**src/hw/dcct_pkg.sv**
```systemverilog
package dcct_pkg;

  // Bus and data widths
  localparam int ADDR_W = 8;
  localparam int DATA_W = 32;
  localparam int CNT_W  = 16;
  localparam int PSC_W  = 5;

  // Register byte offsets
  localparam logic [7:0] OFS_PRESCALE = 8'h00;
  localparam logic [7:0] OFS_CLKSEL   = 8'h04;
  localparam logic [7:0] OFS_CNT_ONE  = 8'h08;
  localparam logic [7:0] OFS_CNT_TWO  = 8'h0C;
  localparam logic [7:0] OFS_RLD_A    = 8'h10;
  localparam logic [7:0] OFS_RLD_B    = 8'h14;
  localparam logic [7:0] OFS_MODE_CTL = 8'h18;
  localparam logic [7:0] OFS_IRQ_CTL  = 8'h1C;
  localparam logic [7:0] OFS_IRQ_CLR  = 8'h20;

  // Clock select fields
  localparam int CSEL_ONE_LSB = 0;
  localparam int CSEL_TWO_LSB = 3;
  localparam int CSEL_W       = 3;

  // Mode control fields
  localparam int MODE_LSB     = 0;
  localparam int EDGE_A_BIT   = 2;
  localparam int EDGE_B_BIT   = 3;
  localparam int FEN_A_BIT    = 4;
  localparam int PRE_B_BIT    = 5;
  localparam int START_A_BIT  = 6;
  localparam int MODE_CTL_W   = 7;

  // Interrupt control fields: enables low, pending flags above
  localparam int IRQ_SRC_N    = 4;
  localparam int PEND_LSB     = 4;
  localparam int SRC_A        = 0;
  localparam int SRC_B        = 1;
  localparam int SRC_C        = 2;
  localparam int SRC_D        = 3;

  // Reset and preset values
  localparam logic [7:0]  RST_BYTE   = 8'h00;
  localparam logic [15:0] RST_CNT    = 16'h0000;
  localparam logic [15:0] PRESET_CNT = 16'hFFFF;

  // Timing
  localparam int CLK_PERIOD_NS    = 100;
  localparam int PIN_MIN_PULSE_NS = 100;
  localparam int PIN_MIN_PULSE_CYC =
    (PIN_MIN_PULSE_NS + CLK_PERIOD_NS - 1) / CLK_PERIOD_NS;

  // Operating modes
  typedef enum logic [1:0] {
    MODE_PWM        = 2'h0,
    MODE_DUAL_CAP   = 2'h1,
    MODE_DUAL_TMR   = 2'h2,
    MODE_SINGLE_CAP = 2'h3
  } dcct_mode_e;

  // Counter clock sources
  typedef enum logic [2:0] {
    CS_STOP   = 3'h0,
    CS_PRESC  = 3'h1,
    CS_EVENT  = 3'h2,
    CS_ACCUM  = 3'h3,
    CS_SLOW   = 3'h4
  } dcct_clksel_e;

endpackage : dcct_pkg

```
**src/hw/dcct_counter.sv**
```systemverilog
`timescale 1ns/1ps
module dcct_counter (
  // Clock and reset
  input  wire logic        i_clk,
  input  wire logic        i_rst_n,
  // Control
  input  wire logic        i_tick,
  input  wire logic        i_wr,
  input  wire logic [15:0] i_wr_val,
  input  wire logic        i_use_reload,
  input  wire logic [15:0] i_reload,
  input  wire logic        i_preset,
  // Status
  output logic      [15:0] o_count,
  output logic             o_underflow
);

  logic [15:0] count_reg;

  // Underflow is a tick while at zero
  assign o_underflow = i_tick && (count_reg == 16'h0000);
  assign o_count     = count_reg;

  // Write wins, then preset, then counting
  always_ff @(posedge i_clk or negedge i_rst_n) begin
    if (!i_rst_n) begin
      count_reg <= dcct_pkg::RST_CNT;
    end else if (i_wr) begin
      count_reg <= i_wr_val;
    end else if (i_preset) begin
      count_reg <= dcct_pkg::PRESET_CNT;
    end else if (o_underflow && i_use_reload) begin
      count_reg <= i_reload;
    end else if (i_tick) begin
      count_reg <= count_reg - 16'h0001;
    end
  end

endmodule : dcct_counter

```
**src/hw/dcct_timer.sv**
```systemverilog
// Operation
// - Dual capture: counter one counts; pin edges copy it to A or B.
// - Each capture pin has its own rising or falling edge select.
// - Preset enabled: capture stores count, then counter loads FFFF.
// - Dual capture sets flags A, B and C, each with own enable.
// - Dual capture: counter two plain timer, underflow sets flag D.
// - Capture modes: event or accumulate clock stops the counter.
// - Dual timer: counter one reloads from register A on underflow.
// - Timer modes: pin A toggles on counter one underflow; start level from software.
// - Timer modes: pin A rising toggle sets flag C, gated by enable A.
// - Dual timer: counter two reloads from B, underflow sets flag D.
// - Dual timer: pin B event, accumulate or prescaled clock usable.
// - Single capture: counter one behaves as in dual timer mode.
// - Single capture: pin B copies counter two, optional FFFF preset.
// - Single capture sets flag B on capture, D on counter two underflow.
// - Sources A, B, C form interrupt one; D alone forms interrupt two.
// - First unit delivers interrupts one and two on lines 13 and 12.
// - Second unit delivers interrupts one and two on lines 11 and 10.
// - Mode 00 PWM, 01 dual capture, 10 dual timer, 11 single capture.
// - Clock select: stop, prescaled, pin B event, accumulate, slow.
// - Prescaled clock is system clock divided by prescale value plus one.
`timescale 1ns/1ps
module dcct_timer #(
  parameter int UNIT_NUM = 1
) (
  // Clock and reset
  input  wire logic        I_SYS_CLK,
  input  wire logic        I_RESET_N,
  // APB slave
  input  wire logic        I_PSEL,
  input  wire logic        I_PENABLE,
  input  wire logic        I_PWRITE,
  input  wire logic [7:0]  I_PADDR,
  input  wire logic [31:0] I_PWDATA,
  output logic      [31:0] O_PRDATA,
  output logic             O_PREADY,
  output logic             O_PSLVERR,
  // Timer pins and slow clock
  input  wire logic        I_TIMER_PIN_A_IN,
  output logic             O_TIMER_PIN_A_OUT,
  output logic             O_TIMER_PIN_A_OE,
  input  wire logic        I_TIMER_PIN_B,
  input  wire logic        I_SLOW_CLK,
  // System interrupt lines
  output logic             O_UNIT1_TIMER_IRQ_ONE,
  output logic             O_UNIT1_TIMER_IRQ_TWO,
  output logic             O_UNIT2_TIMER_IRQ_ONE,
  output logic             O_UNIT2_TIMER_IRQ_TWO
);

  logic [4:0]  prescale_value_reg;
  logic [4:0]  psc_cnt_reg;
  logic [5:0]  clk_sel_reg;
  logic [6:0]  mode_ctl_reg;
  logic [3:0]  irq_en_reg;
  logic [3:0]  pend_reg;
  logic [15:0] reload_capture_a_reg;
  logic [15:0] reload_capture_b_reg;
  logic [2:0]  sync1_reg;
  logic [2:0]  sync2_reg;
  logic [2:0]  samp_reg;
  logic        pin_a_reg;
  logic        pin_a_oe_reg;
  logic [31:0] prdata_reg;
  logic        pready_reg;
  logic        pslverr_reg;
  logic        irq_one_reg;
  logic        irq_two_reg;
  logic [31:0] rd_data;
  logic        rd_ok;
  logic        wr_en;
  logic        presc_tick;
  logic        slow_tick;
  logic        a_evt;
  logic        b_evt;
  logic        tick_one;
  logic        tick_two;
  logic        uf_one;
  logic        uf_two;
  logic        toggle_en;
  logic        is_dual_cap;
  logic        is_single_cap;
  logic        cap_mode;
  logic [3:0]  set_ev;
  logic [15:0] counter_one;
  logic [15:0] counter_two;
  dcct_pkg::dcct_mode_e mode_selector;
  dcct_pkg::dcct_clksel_e counter_one_clock_select;
  dcct_pkg::dcct_clksel_e counter_two_clock_select;

  // Control field decode
  assign mode_selector = dcct_pkg::dcct_mode_e'(mode_ctl_reg[1:0]);
  assign counter_one_clock_select =
    dcct_pkg::dcct_clksel_e'(clk_sel_reg[2:0]);
  assign counter_two_clock_select =
    dcct_pkg::dcct_clksel_e'(clk_sel_reg[5:3]);
  assign is_dual_cap   = (mode_selector == dcct_pkg::MODE_DUAL_CAP);
  assign is_single_cap = (mode_selector == dcct_pkg::MODE_SINGLE_CAP);
  assign cap_mode      = is_dual_cap || is_single_cap;
  assign wr_en = I_PSEL && I_PENABLE && pready_reg && I_PWRITE;

  // Two-stage synchronisers plus one sample for edge detection
  always_ff @(posedge I_SYS_CLK or negedge I_RESET_N) begin
    if (!I_RESET_N) begin
      sync1_reg <= 3'h0;
      sync2_reg <= 3'h0;
      samp_reg  <= 3'h0;
    end else begin
      sync1_reg <= {I_TIMER_PIN_A_IN, I_TIMER_PIN_B, I_SLOW_CLK};
      sync2_reg <= sync1_reg;
      samp_reg  <= sync2_reg;
    end
  end

  // Edge events with per-pin polarity
  assign a_evt = mode_ctl_reg[dcct_pkg::EDGE_A_BIT] ?
                 (samp_reg[2] && !sync2_reg[2]) :
                 (!samp_reg[2] && sync2_reg[2]);
  assign b_evt = mode_ctl_reg[dcct_pkg::EDGE_B_BIT] ?
                 (samp_reg[1] && !sync2_reg[1]) :
                 (!samp_reg[1] && sync2_reg[1]);
  assign slow_tick = sync2_reg[0] && !samp_reg[0];

  // Prescaler: one tick every prescale_value+1 cycles
  assign presc_tick = (psc_cnt_reg == 5'h00);
  always_ff @(posedge I_SYS_CLK or negedge I_RESET_N) begin
    if (!I_RESET_N) begin
      psc_cnt_reg <= 5'h00;
    end else if (presc_tick) begin
      psc_cnt_reg <= prescale_value_reg;
    end else begin
      psc_cnt_reg <= psc_cnt_reg - 5'h01;
    end
  end

  // Clock source selection for one counter
  function automatic logic sel_tick(input dcct_pkg::dcct_clksel_e sel);
    logic t;
    t = 1'b0;
    case (sel)
      dcct_pkg::CS_STOP:  t = 1'b0;
      dcct_pkg::CS_PRESC: t = presc_tick;
      dcct_pkg::CS_EVENT: t = b_evt && !cap_mode;
      dcct_pkg::CS_ACCUM: t = presc_tick && !cap_mode &&
        (sync2_reg[1] ^ mode_ctl_reg[dcct_pkg::EDGE_B_BIT]);
      dcct_pkg::CS_SLOW:  t = slow_tick;
      default:            t = 1'b0;
    endcase
    return t;
  endfunction

  // Counter one idles in the PWM mode, which this block omits
  // A process, so that the signals read inside the function wake it
  always_comb begin
    tick_one = sel_tick(counter_one_clock_select) &&
               (mode_selector != dcct_pkg::MODE_PWM);
    tick_two = sel_tick(counter_two_clock_select);
  end

  dcct_counter u_counter_one (
    .i_clk        (I_SYS_CLK),
    .i_rst_n      (I_RESET_N),
    .i_tick       (tick_one),
    .i_wr         (wr_en && I_PADDR == dcct_pkg::OFS_CNT_ONE),
    .i_wr_val     (I_PWDATA[15:0]),
    .i_use_reload (!is_dual_cap),
    .i_reload     (reload_capture_a_reg),
    .i_preset     (is_dual_cap &&
                   ((a_evt && mode_ctl_reg[dcct_pkg::FEN_A_BIT]) ||
                    (b_evt && mode_ctl_reg[dcct_pkg::PRE_B_BIT]))),
    .o_count      (counter_one),
    .o_underflow  (uf_one)
  );

  dcct_counter u_counter_two (
    .i_clk        (I_SYS_CLK),
    .i_rst_n      (I_RESET_N),
    .i_tick       (tick_two),
    .i_wr         (wr_en && I_PADDR == dcct_pkg::OFS_CNT_TWO),
    .i_wr_val     (I_PWDATA[15:0]),
    .i_use_reload (mode_selector == dcct_pkg::MODE_DUAL_TMR),
    .i_reload     (reload_capture_b_reg),
    .i_preset     (is_single_cap && b_evt &&
                   mode_ctl_reg[dcct_pkg::PRE_B_BIT]),
    .o_count      (counter_two),
    .o_underflow  (uf_two)
  );

  // Reload/capture registers; a capture beats a same-cycle write
  always_ff @(posedge I_SYS_CLK or negedge I_RESET_N) begin
    if (!I_RESET_N) begin
      reload_capture_a_reg <= dcct_pkg::RST_CNT;
      reload_capture_b_reg <= dcct_pkg::RST_CNT;
    end else begin
      if (is_dual_cap && a_evt) begin
        reload_capture_a_reg <= counter_one;
      end else if (wr_en && I_PADDR == dcct_pkg::OFS_RLD_A) begin
        reload_capture_a_reg <= I_PWDATA[15:0];
      end
      if (cap_mode && b_evt) begin
        reload_capture_b_reg <= is_dual_cap ? counter_one
                                            : counter_two;
      end else if (wr_en && I_PADDR == dcct_pkg::OFS_RLD_B) begin
        reload_capture_b_reg <= I_PWDATA[15:0];
      end
    end
  end

  // Pin A square wave; a mode write sets the starting level
  assign toggle_en = mode_ctl_reg[dcct_pkg::FEN_A_BIT] && !is_dual_cap;
  always_ff @(posedge I_SYS_CLK or negedge I_RESET_N) begin
    if (!I_RESET_N) begin
      pin_a_reg    <= 1'b0;
      pin_a_oe_reg <= 1'b0;
    end else begin
      pin_a_oe_reg <= toggle_en;
      if (wr_en && I_PADDR == dcct_pkg::OFS_MODE_CTL) begin
        pin_a_reg <= I_PWDATA[dcct_pkg::START_A_BIT];
      end else if (toggle_en && uf_one) begin
        pin_a_reg <= !pin_a_reg;
      end
    end
  end

  // Pending flag sources per mode
  assign set_ev[dcct_pkg::SRC_A] = is_dual_cap && a_evt;
  assign set_ev[dcct_pkg::SRC_B] = cap_mode && b_evt;
  assign set_ev[dcct_pkg::SRC_C] = (is_dual_cap && uf_one) ||
    (!is_dual_cap && toggle_en && uf_one && !pin_a_reg);
  assign set_ev[dcct_pkg::SRC_D] = uf_two;

  // Flags are sticky; a set beats a same-cycle clear
  always_ff @(posedge I_SYS_CLK or negedge I_RESET_N) begin
    if (!I_RESET_N) begin
      pend_reg <= 4'h0;
    end else if (wr_en && I_PADDR == dcct_pkg::OFS_IRQ_CLR) begin
      pend_reg <= (pend_reg & ~I_PWDATA[3:0]) | set_ev;
    end else begin
      pend_reg <= pend_reg | set_ev;
    end
  end

  // Interrupt lines; C is gated by enable A outside dual capture
  always_ff @(posedge I_SYS_CLK or negedge I_RESET_N) begin
    if (!I_RESET_N) begin
      irq_one_reg <= 1'b0;
      irq_two_reg <= 1'b0;
    end else begin
      irq_one_reg <= (pend_reg[0] && irq_en_reg[0]) ||
                     (pend_reg[1] && irq_en_reg[1]) ||
                     (pend_reg[2] &&
                      (is_dual_cap ? irq_en_reg[2]
                                   : irq_en_reg[0]));
      irq_two_reg <= pend_reg[3] && irq_en_reg[3];
    end
  end

  // Software control registers
  always_ff @(posedge I_SYS_CLK or negedge I_RESET_N) begin
    if (!I_RESET_N) begin
      prescale_value_reg <= 5'h00;
      clk_sel_reg        <= 6'h00;
      mode_ctl_reg       <= 7'h00;
      irq_en_reg         <= 4'h0;
    end else if (wr_en) begin
      case (I_PADDR)
        dcct_pkg::OFS_PRESCALE: prescale_value_reg <= I_PWDATA[4:0];
        dcct_pkg::OFS_CLKSEL:   clk_sel_reg        <= I_PWDATA[5:0];
        dcct_pkg::OFS_MODE_CTL: mode_ctl_reg       <= I_PWDATA[6:0];
        dcct_pkg::OFS_IRQ_CTL:  irq_en_reg         <= I_PWDATA[3:0];
        default: ;
      endcase
    end
  end

  // Read decode
  always_comb begin
    rd_data = 32'h0000_0000;
    rd_ok   = 1'b1;
    case (I_PADDR)
      dcct_pkg::OFS_PRESCALE: rd_data = {27'h0, prescale_value_reg};
      dcct_pkg::OFS_CLKSEL:   rd_data = {26'h0, clk_sel_reg};
      dcct_pkg::OFS_CNT_ONE:  rd_data = {16'h0, counter_one};
      dcct_pkg::OFS_CNT_TWO:  rd_data = {16'h0, counter_two};
      dcct_pkg::OFS_RLD_A:    rd_data = {16'h0, reload_capture_a_reg};
      dcct_pkg::OFS_RLD_B:    rd_data = {16'h0, reload_capture_b_reg};
      dcct_pkg::OFS_MODE_CTL: rd_data = {25'h0, mode_ctl_reg};
      dcct_pkg::OFS_IRQ_CTL:  rd_data = {24'h0, pend_reg, irq_en_reg};
      dcct_pkg::OFS_IRQ_CLR:  rd_data = 32'h0000_0000;
      default:                rd_ok   = 1'b0;
    endcase
  end

  // APB answer registered in the setup cycle, ready in access
  always_ff @(posedge I_SYS_CLK or negedge I_RESET_N) begin
    if (!I_RESET_N) begin
      prdata_reg  <= 32'h0000_0000;
      pready_reg  <= 1'b0;
      pslverr_reg <= 1'b0;
    end else begin
      pready_reg  <= I_PSEL && !I_PENABLE;
      if (I_PSEL && !I_PENABLE) begin
        prdata_reg  <= I_PWRITE ? 32'h0000_0000 : rd_data;
        pslverr_reg <= !rd_ok;
      end else begin
        pslverr_reg <= 1'b0;
      end
    end
  end

  // Output pins
  assign O_PRDATA          = prdata_reg;
  assign O_PREADY          = pready_reg;
  assign O_PSLVERR         = pslverr_reg;
  assign O_TIMER_PIN_A_OUT = pin_a_reg;
  assign O_TIMER_PIN_A_OE  = pin_a_oe_reg;
  assign O_UNIT1_TIMER_IRQ_ONE = (UNIT_NUM == 1) && irq_one_reg;
  assign O_UNIT1_TIMER_IRQ_TWO = (UNIT_NUM == 1) && irq_two_reg;
  assign O_UNIT2_TIMER_IRQ_ONE = (UNIT_NUM == 2) && irq_one_reg;
  assign O_UNIT2_TIMER_IRQ_TWO = (UNIT_NUM == 2) && irq_two_reg;

  // Checks
  property p_cap_a;
    @(posedge I_SYS_CLK) disable iff (!I_RESET_N)
    is_dual_cap && a_evt |=> reload_capture_a_reg == $past(counter_one);
  endproperty
  a_cap_a: assert property (p_cap_a) else $error("capture A wrong");

  property p_preset;
    @(posedge I_SYS_CLK) disable iff (!I_RESET_N)
    is_dual_cap && b_evt && mode_ctl_reg[dcct_pkg::PRE_B_BIT] && !wr_en
      |=> counter_one == 16'hFFFF;
  endproperty
  a_preset: assert property (p_preset) else $error("no preset");

  property p_flag_sticky;
    @(posedge I_SYS_CLK) disable iff (!I_RESET_N)
    set_ev[dcct_pkg::SRC_A] ||
      (pend_reg[dcct_pkg::SRC_A] &&
       !(wr_en && I_PADDR == dcct_pkg::OFS_IRQ_CLR))
      |=> pend_reg[dcct_pkg::SRC_A];
  endproperty
  a_flag_sticky: assert property (p_flag_sticky) else $error("flag A lost");

  property p_stop;
    @(posedge I_SYS_CLK) disable iff (!I_RESET_N)
    cap_mode && counter_two_clock_select == dcct_pkg::CS_EVENT
      |-> !tick_two && !uf_two;
  endproperty
  a_stop: assert property (p_stop) else $error("counter ran");

  property p_reload;
    @(posedge I_SYS_CLK) disable iff (!I_RESET_N)
    mode_selector == dcct_pkg::MODE_DUAL_TMR && uf_one && !wr_en
      |=> counter_one == $past(reload_capture_a_reg);
  endproperty
  a_reload: assert property (p_reload) else $error("no reload A");

  property p_toggle;
    @(posedge I_SYS_CLK) disable iff (!I_RESET_N)
    toggle_en && uf_one && !wr_en |=> O_TIMER_PIN_A_OUT != $past(pin_a_reg);
  endproperty
  a_toggle: assert property (p_toggle) else $error("pin A stuck");

  property p_irq_two;
    @(posedge I_SYS_CLK) disable iff (!I_RESET_N)
    uf_two && irq_en_reg[3] && !wr_en && UNIT_NUM == 1
      |=> ##1 O_UNIT1_TIMER_IRQ_TWO;
  endproperty
  a_irq_two: assert property (p_irq_two) else $error("irq two late");

  property p_presc;
    @(posedge I_SYS_CLK) disable iff (!I_RESET_N)
    presc_tick && prescale_value_reg == 5'h01 && !wr_en
      |=> !presc_tick ##1 presc_tick;
  endproperty
  a_presc: assert property (p_presc) else $error("prescale wrong");

  property p_cap_b4;
    @(posedge I_SYS_CLK) disable iff (!I_RESET_N)
    is_single_cap && b_evt |=> reload_capture_b_reg == $past(counter_two);
  endproperty
  a_cap_b4: assert property (p_cap_b4) else $error("capture B wrong");

  property p_one_evt;
    @(posedge I_SYS_CLK) disable iff (!I_RESET_N)
    a_evt && !wr_en |=> !a_evt;
  endproperty
  a_one_evt: assert property (p_one_evt) else $error("double event");

endmodule : dcct_timer

```
**config.mk**
```make
export PLATFORM = sky130hd
export DESIGN_NAME = dcct_timer
export DESIGN_NICKNAME = d
export VERILOG_FILES = /design/src/hw/dcct_pkg.sv /design/src/hw/dcct_counter.sv /design/src/hw/dcct_timer.sv
export SDC_FILE = /design/constraint.sdc
export NUM_CORES = 1
export LEC_CHECK = 0
export BUFFER_PORTS_ARGS = -buffer_cell sky130_fd_sc_hd__buf_2
export CORE_ASPECT_RATIO = 0.9
export CORE_UTILIZATION = 64
export DETAILED_ROUTE_END_ITERATION = 8
export PLACE_DENSITY = 0.92
export SYNTH_ARGS = -nofsm -noshare
export SYNTH_HDL_FRONTEND = slang
export SYNTH_HIERARCHICAL = 1
export SYNTH_SLANG_ARGS = --single-unit
```
**constraint.sdc**
```tcl
create_clock -name I_SYS_CLK -period 4.56 [get_ports I_SYS_CLK]
set_input_delay 0.456 -clock I_SYS_CLK [delete_from_list [all_inputs] [get_ports I_SYS_CLK]]
set_output_delay 0.456 -clock I_SYS_CLK [all_outputs]
set_load 0.02 [all_outputs]
```
==> results.txt <==
The run finished with clean final reports. The core area came out at 11500 sq um. In the final design database the tool counted 898 nets. The filler cell count came out at 730. The setup-violating endpoint count in the final report came out at 0. The total CTS buffers is 17. The most used flip-flop cell after synthesis is sky130_fd_sc_hd__dfrtp_1.

The worst setup path is launched from a flip-flop. Relative to the synthesized area, the layout overhead comes to 11.6%. The flip-flop and latch count after synthesis is 126.

The area of the die came out at 12400 sq um. The count of cell types in the netlist is 64. The initial core utilization is 0.664. The required arrival time at the worst endpoint came out at 4.86 ns.

The half-perimeter wire length of the detailed placement result is 14800 um. In the layout the commonest cells are 126 x sky130_fd_sc_hd__dfrtp_1, 72 x sky130_fd_sc_hd__mux2i_1, 68 x sky130_fd_sc_hd__nand2_1. Of the synthesized area, sequential elements account for 0.412.

The post-detailed-routing wire length is 23000 um. The largest driver fanout on the critical path is 12. The port buffer count came out at 53. In this run the vertical extent of the chip is 106 um. The die is 117 um wide. The sink count of the clock tree is 126. STA classifies the critical path endpoint as a flip-flop. The first routing iteration left 1204 violations. Power comes to 2.95 mW. The number of enable flip-flop cells after synthesis came out at 0. For this design, the CTS-stage hold fixing added 0 buffers. TritonCTS built the clock tree.

Data arrives at the worst endpoint at 3.60 ns. For this run, the number of Yosys warnings is 6. The actual transition at the worst max-transition pin came out at 1.08 ns. The final worst-path cycle share is 0.724. The number of top-level design ports is 88. The number of core rows is 37. The total area of sequential cells is 3150 sq um. The max-capacitance violation count came out at 0. Leaving out fill and tap cells, the most frequent cell in the layout is sky130_fd_sc_hd__dfrtp_1. The number of antenna violations at the first check in global routing came to 1. The remaining design rule violation count is 0.

The share of power burned in the clock network is 0.492. The startpoint identified for the worst register-to-register timing path is mode_ctl_reg[3]. In the final routed layout, each cell accounts on average for 22.7 um. The maximum clock frequency is 0.303 GHz. The pin count of the biggest net entering global routing came out at 50. The worst register-to-register path has a depth of 9.

For this run, the total global-route usage over all layers was measured as 0.395. The class of the tightest hold or removal check is in -> async. The residual antenna-violating net count after detailed routing came out at 0. The setup path with the least slack is of type reg -> reg. The source-to-sink clock delay at the later pin of the worst-skew pair came out at 0.44 ns. The number of global-route vias before repair came out at 6776.

The count of placed standard cells in the final layout, fillers left out is 1015. The share of layout cells above drive strength 1 is 0.182. The static leakage power came out at 3.77 nW. After layout, the minimum clock period comes to 3.30 ns. The worst-case clock buffer depth came out at 2.

The worst pin sits at a relative slew slack of 0.280. In this run the power density over the cells is 346 nW/um^2. Clock skew on the completed layout was measured at 0.00973 ns.

Setup repair after global routing left no endpoint under its margin. The worst register-to-register path ends at u_counter_one/o_count[8]. The overflow left after global routing is 0.

In this run, placement finished with an instance count of 983. Each instance of the synthesized netlist takes up on average 9.44 sq um. The switching share of power is 0.271. The multi-input logic area came out at 4130 sq um. The share of total power dissipated in sequential elements is 0.415. The switching component of the power came out at 0.800 mW.

The clock tree root driver cell is sky130_fd_sc_hd__clkbuf_16. The routability congestion estimate is 0.967. The count of inserted antenna diode cells is 0. Synthesis handed over a netlist of 810 instances. The slack of the worst reg-to-reg path is 1.26 ns. The count of instances resized after the clock tree is built is 0.

After clock tree synthesis, the clock-pin slew on the worst setup and hold paths is 0.07 ns. The logic gate share of total power is 0.093. The largest voltage drop on the vdd net is 0.297 mV. After synthesis the cells add up to 7650 sq um. The max-slew violation total from the final report is 0.

The maximum level of the CTS H-tree came out at 4. The wire length of the first global-routing pass came out at 36200 um. In the synthesized netlist the async set-or-reset flop fraction comes to 1.00. The total negative slack is 0 ns.

The per-cell via count in the routed design is 6.96. The total via count in the routed design came out at 7067. The number of setup buffers added after CTS is 0. The total iterations of the first detailed-routing run is 8. The internal power consumption came out at 2.15 mW. The number of hold-slack violations in the final timing report came out at 0.
==> power by group through the flow <==
stage	combinational, mW	sequential (mW)	clock, mW
after floorplan	0.182	1.22	0
after global placement	0.256	1.24	0
after detailed placement	0.268	1.24	0
after CTS	0.271	1.22	1.46
after global routing	0.302	1.23	1.50
final	0.275	1.22	1.45
==> per-layer routing <==
metal | routed length (um) | GRT usage | part of all wire | vias to the layer above
met5 | 18 | 0 | 0.00078 | -
met4 | 1230 | 0.223 | 0.053 | 2
met3 | 3270 | 0.134 | 0.14 | 148
met2 | 9910 | 0.562 | 0.43 | 622
met1 | 8600 | 0.523 | 0.37 | 3310
li1 | - | - | - | 2985
==> worst max-delay path, stage by stage (launching register included) <==
cell and delay, ns:
sky130_fd_sc_hd__dfrtp_1 0.42, sky130_fd_sc_hd__nand2b_1 0.19, sky130_fd_sc_hd__mux2i_1 0.43, sky130_fd_sc_hd__nor2b_1 0.26, sky130_fd_sc_hd__a221oi_1 0.11, sky130_fd_sc_hd__a211oi_2 0.61
sky130_fd_sc_hd__nor2b_1 0.36, sky130_fd_sc_hd__nand4_4 0.32, sky130_fd_sc_hd__o21ai_0 0.33, sky130_fd_sc_hd__a21oi_1 0.12
==> synthesized netlist by cell type, types with 5 or more instances <==
| cell type | count | share of area |
|---|---|---|
| sky130_fd_sc_hd__or2_2 | 6 | 0.0049 |
| sky130_fd_sc_hd__nor3_1 | 19 | 0.012 |
| sky130_fd_sc_hd__o21ai_1 | 5 | 0.0033 |
| sky130_fd_sc_hd__a31oi_1 | 13 | 0.011 |
| sky130_fd_sc_hd__dfrtp_1 | 126 | 0.41 |
| sky130_fd_sc_hd__a21oi_1 | 40 | 0.026 |
| sky130_fd_sc_hd__xnor2_1 | 21 | 0.024 |
| sky130_fd_sc_hd__clkbuf_1 | 35 | 0.017 |
| sky130_fd_sc_hd__a22o_1 | 5 | 0.0057 |
| sky130_fd_sc_hd__nor4b_1 | 5 | 0.0057 |
| sky130_fd_sc_hd__nand2_1 | 68 | 0.033 |
| sky130_fd_sc_hd__o32ai_1 | 6 | 0.0069 |
| sky130_fd_sc_hd__nand2b_1 | 14 | 0.011 |
| sky130_fd_sc_hd__nand3_1 | 36 | 0.024 |
| sky130_fd_sc_hd__nor2b_1 | 13 | 0.011 |
| sky130_fd_sc_hd__o22ai_1 | 11 | 0.0090 |
| sky130_fd_sc_hd__o211ai_1 | 20 | 0.020 |
| sky130_fd_sc_hd__nor2_1 | 50 | 0.025 |
| sky130_fd_sc_hd__nand4_1 | 12 | 0.0098 |
| sky130_fd_sc_hd__nor4_1 | 5 | 0.0041 |
| sky130_fd_sc_hd__xor2_1 | 8 | 0.0092 |
| sky130_fd_sc_hd__mux2i_1 | 72 | 0.094 |
| sky130_fd_sc_hd__buf_4 | 20 | 0.020 |
| sky130_fd_sc_hd__mux2_2 | 33 | 0.049 |
| sky130_fd_sc_hd__and2_1 | 6 | 0.0049 |
| sky130_fd_sc_hd__o21ai_0 | 64 | 0.042 |
| sky130_fd_sc_hd__inv_1 | 21 | 0.010 |
==> worst max-delay path by stage <==
stage                     from                        end  slack [ns]  cells past startpoint
4_1_cts        mode_ctl_reg[3]          O_TIMER_PIN_A_OUT        1.38                     11
3_3_place_gp        I_PADDR[4]   reload_capture_b_reg[10]        1.45                      6
3_5_place_dp        I_PADDR[4]    reload_capture_b_reg[5]        1.36                      6
5_1_grt        mode_ctl_reg[3]          O_TIMER_PIN_A_OUT        1.12                     11
2_1_floorplan   psc_cnt_reg[0]  u_counter_one/o_count[10]        1.47                     11
6_report       mode_ctl_reg[3]   u_counter_one/o_count[8]        1.26                      9
==> per-stage QoR <==
step / cell area (sq um) / setup WS (ns) / hold WS (ns) / util
2_1_floorplan: 7710 / 1.47 / 0.160 / -
3_3_place_gp: 7910 / 1.45 / 0.333 / 0.687
3_5_place_dp: 7910 / 1.36 / 0.338 / 0.687
4_1_cts: 8540 / 1.38 / 0.0170 / 0.741
5_1_grt: 8540 / 1.12 / 0.0487 / 0.741
6_report: 8540 / 1.26 / 0.00725 / 0.741
==> cell type report <==
| type | instances | share of cell area |
|---|---|---|
| Clock inverter | 15 | 0.0233 |
| Inverter | 21 | 0.00923 |
| Sequential cell | 126 | 0.369 |
| Tap cell | 156 | 0.0229 |
| Multi-Input combinational cell | 615 | 0.484 |
| Clock buffer | 17 | 0.0498 |
| Timing Repair Buffer | 65 | 0.0419 |
==> cell families after synthesis <==
group | synth area share
other | 0.000490
buffers and inverters | 0.0576
AOI/OAI and AO/OA | 0.153
xor gates and xnor gates | 0.0332
adders and majority gates | 0.00654
and+or+nand+nor | 0.194
muxes | 0.143
DFF | 0.412
Power figures use the tool's default switching activity.
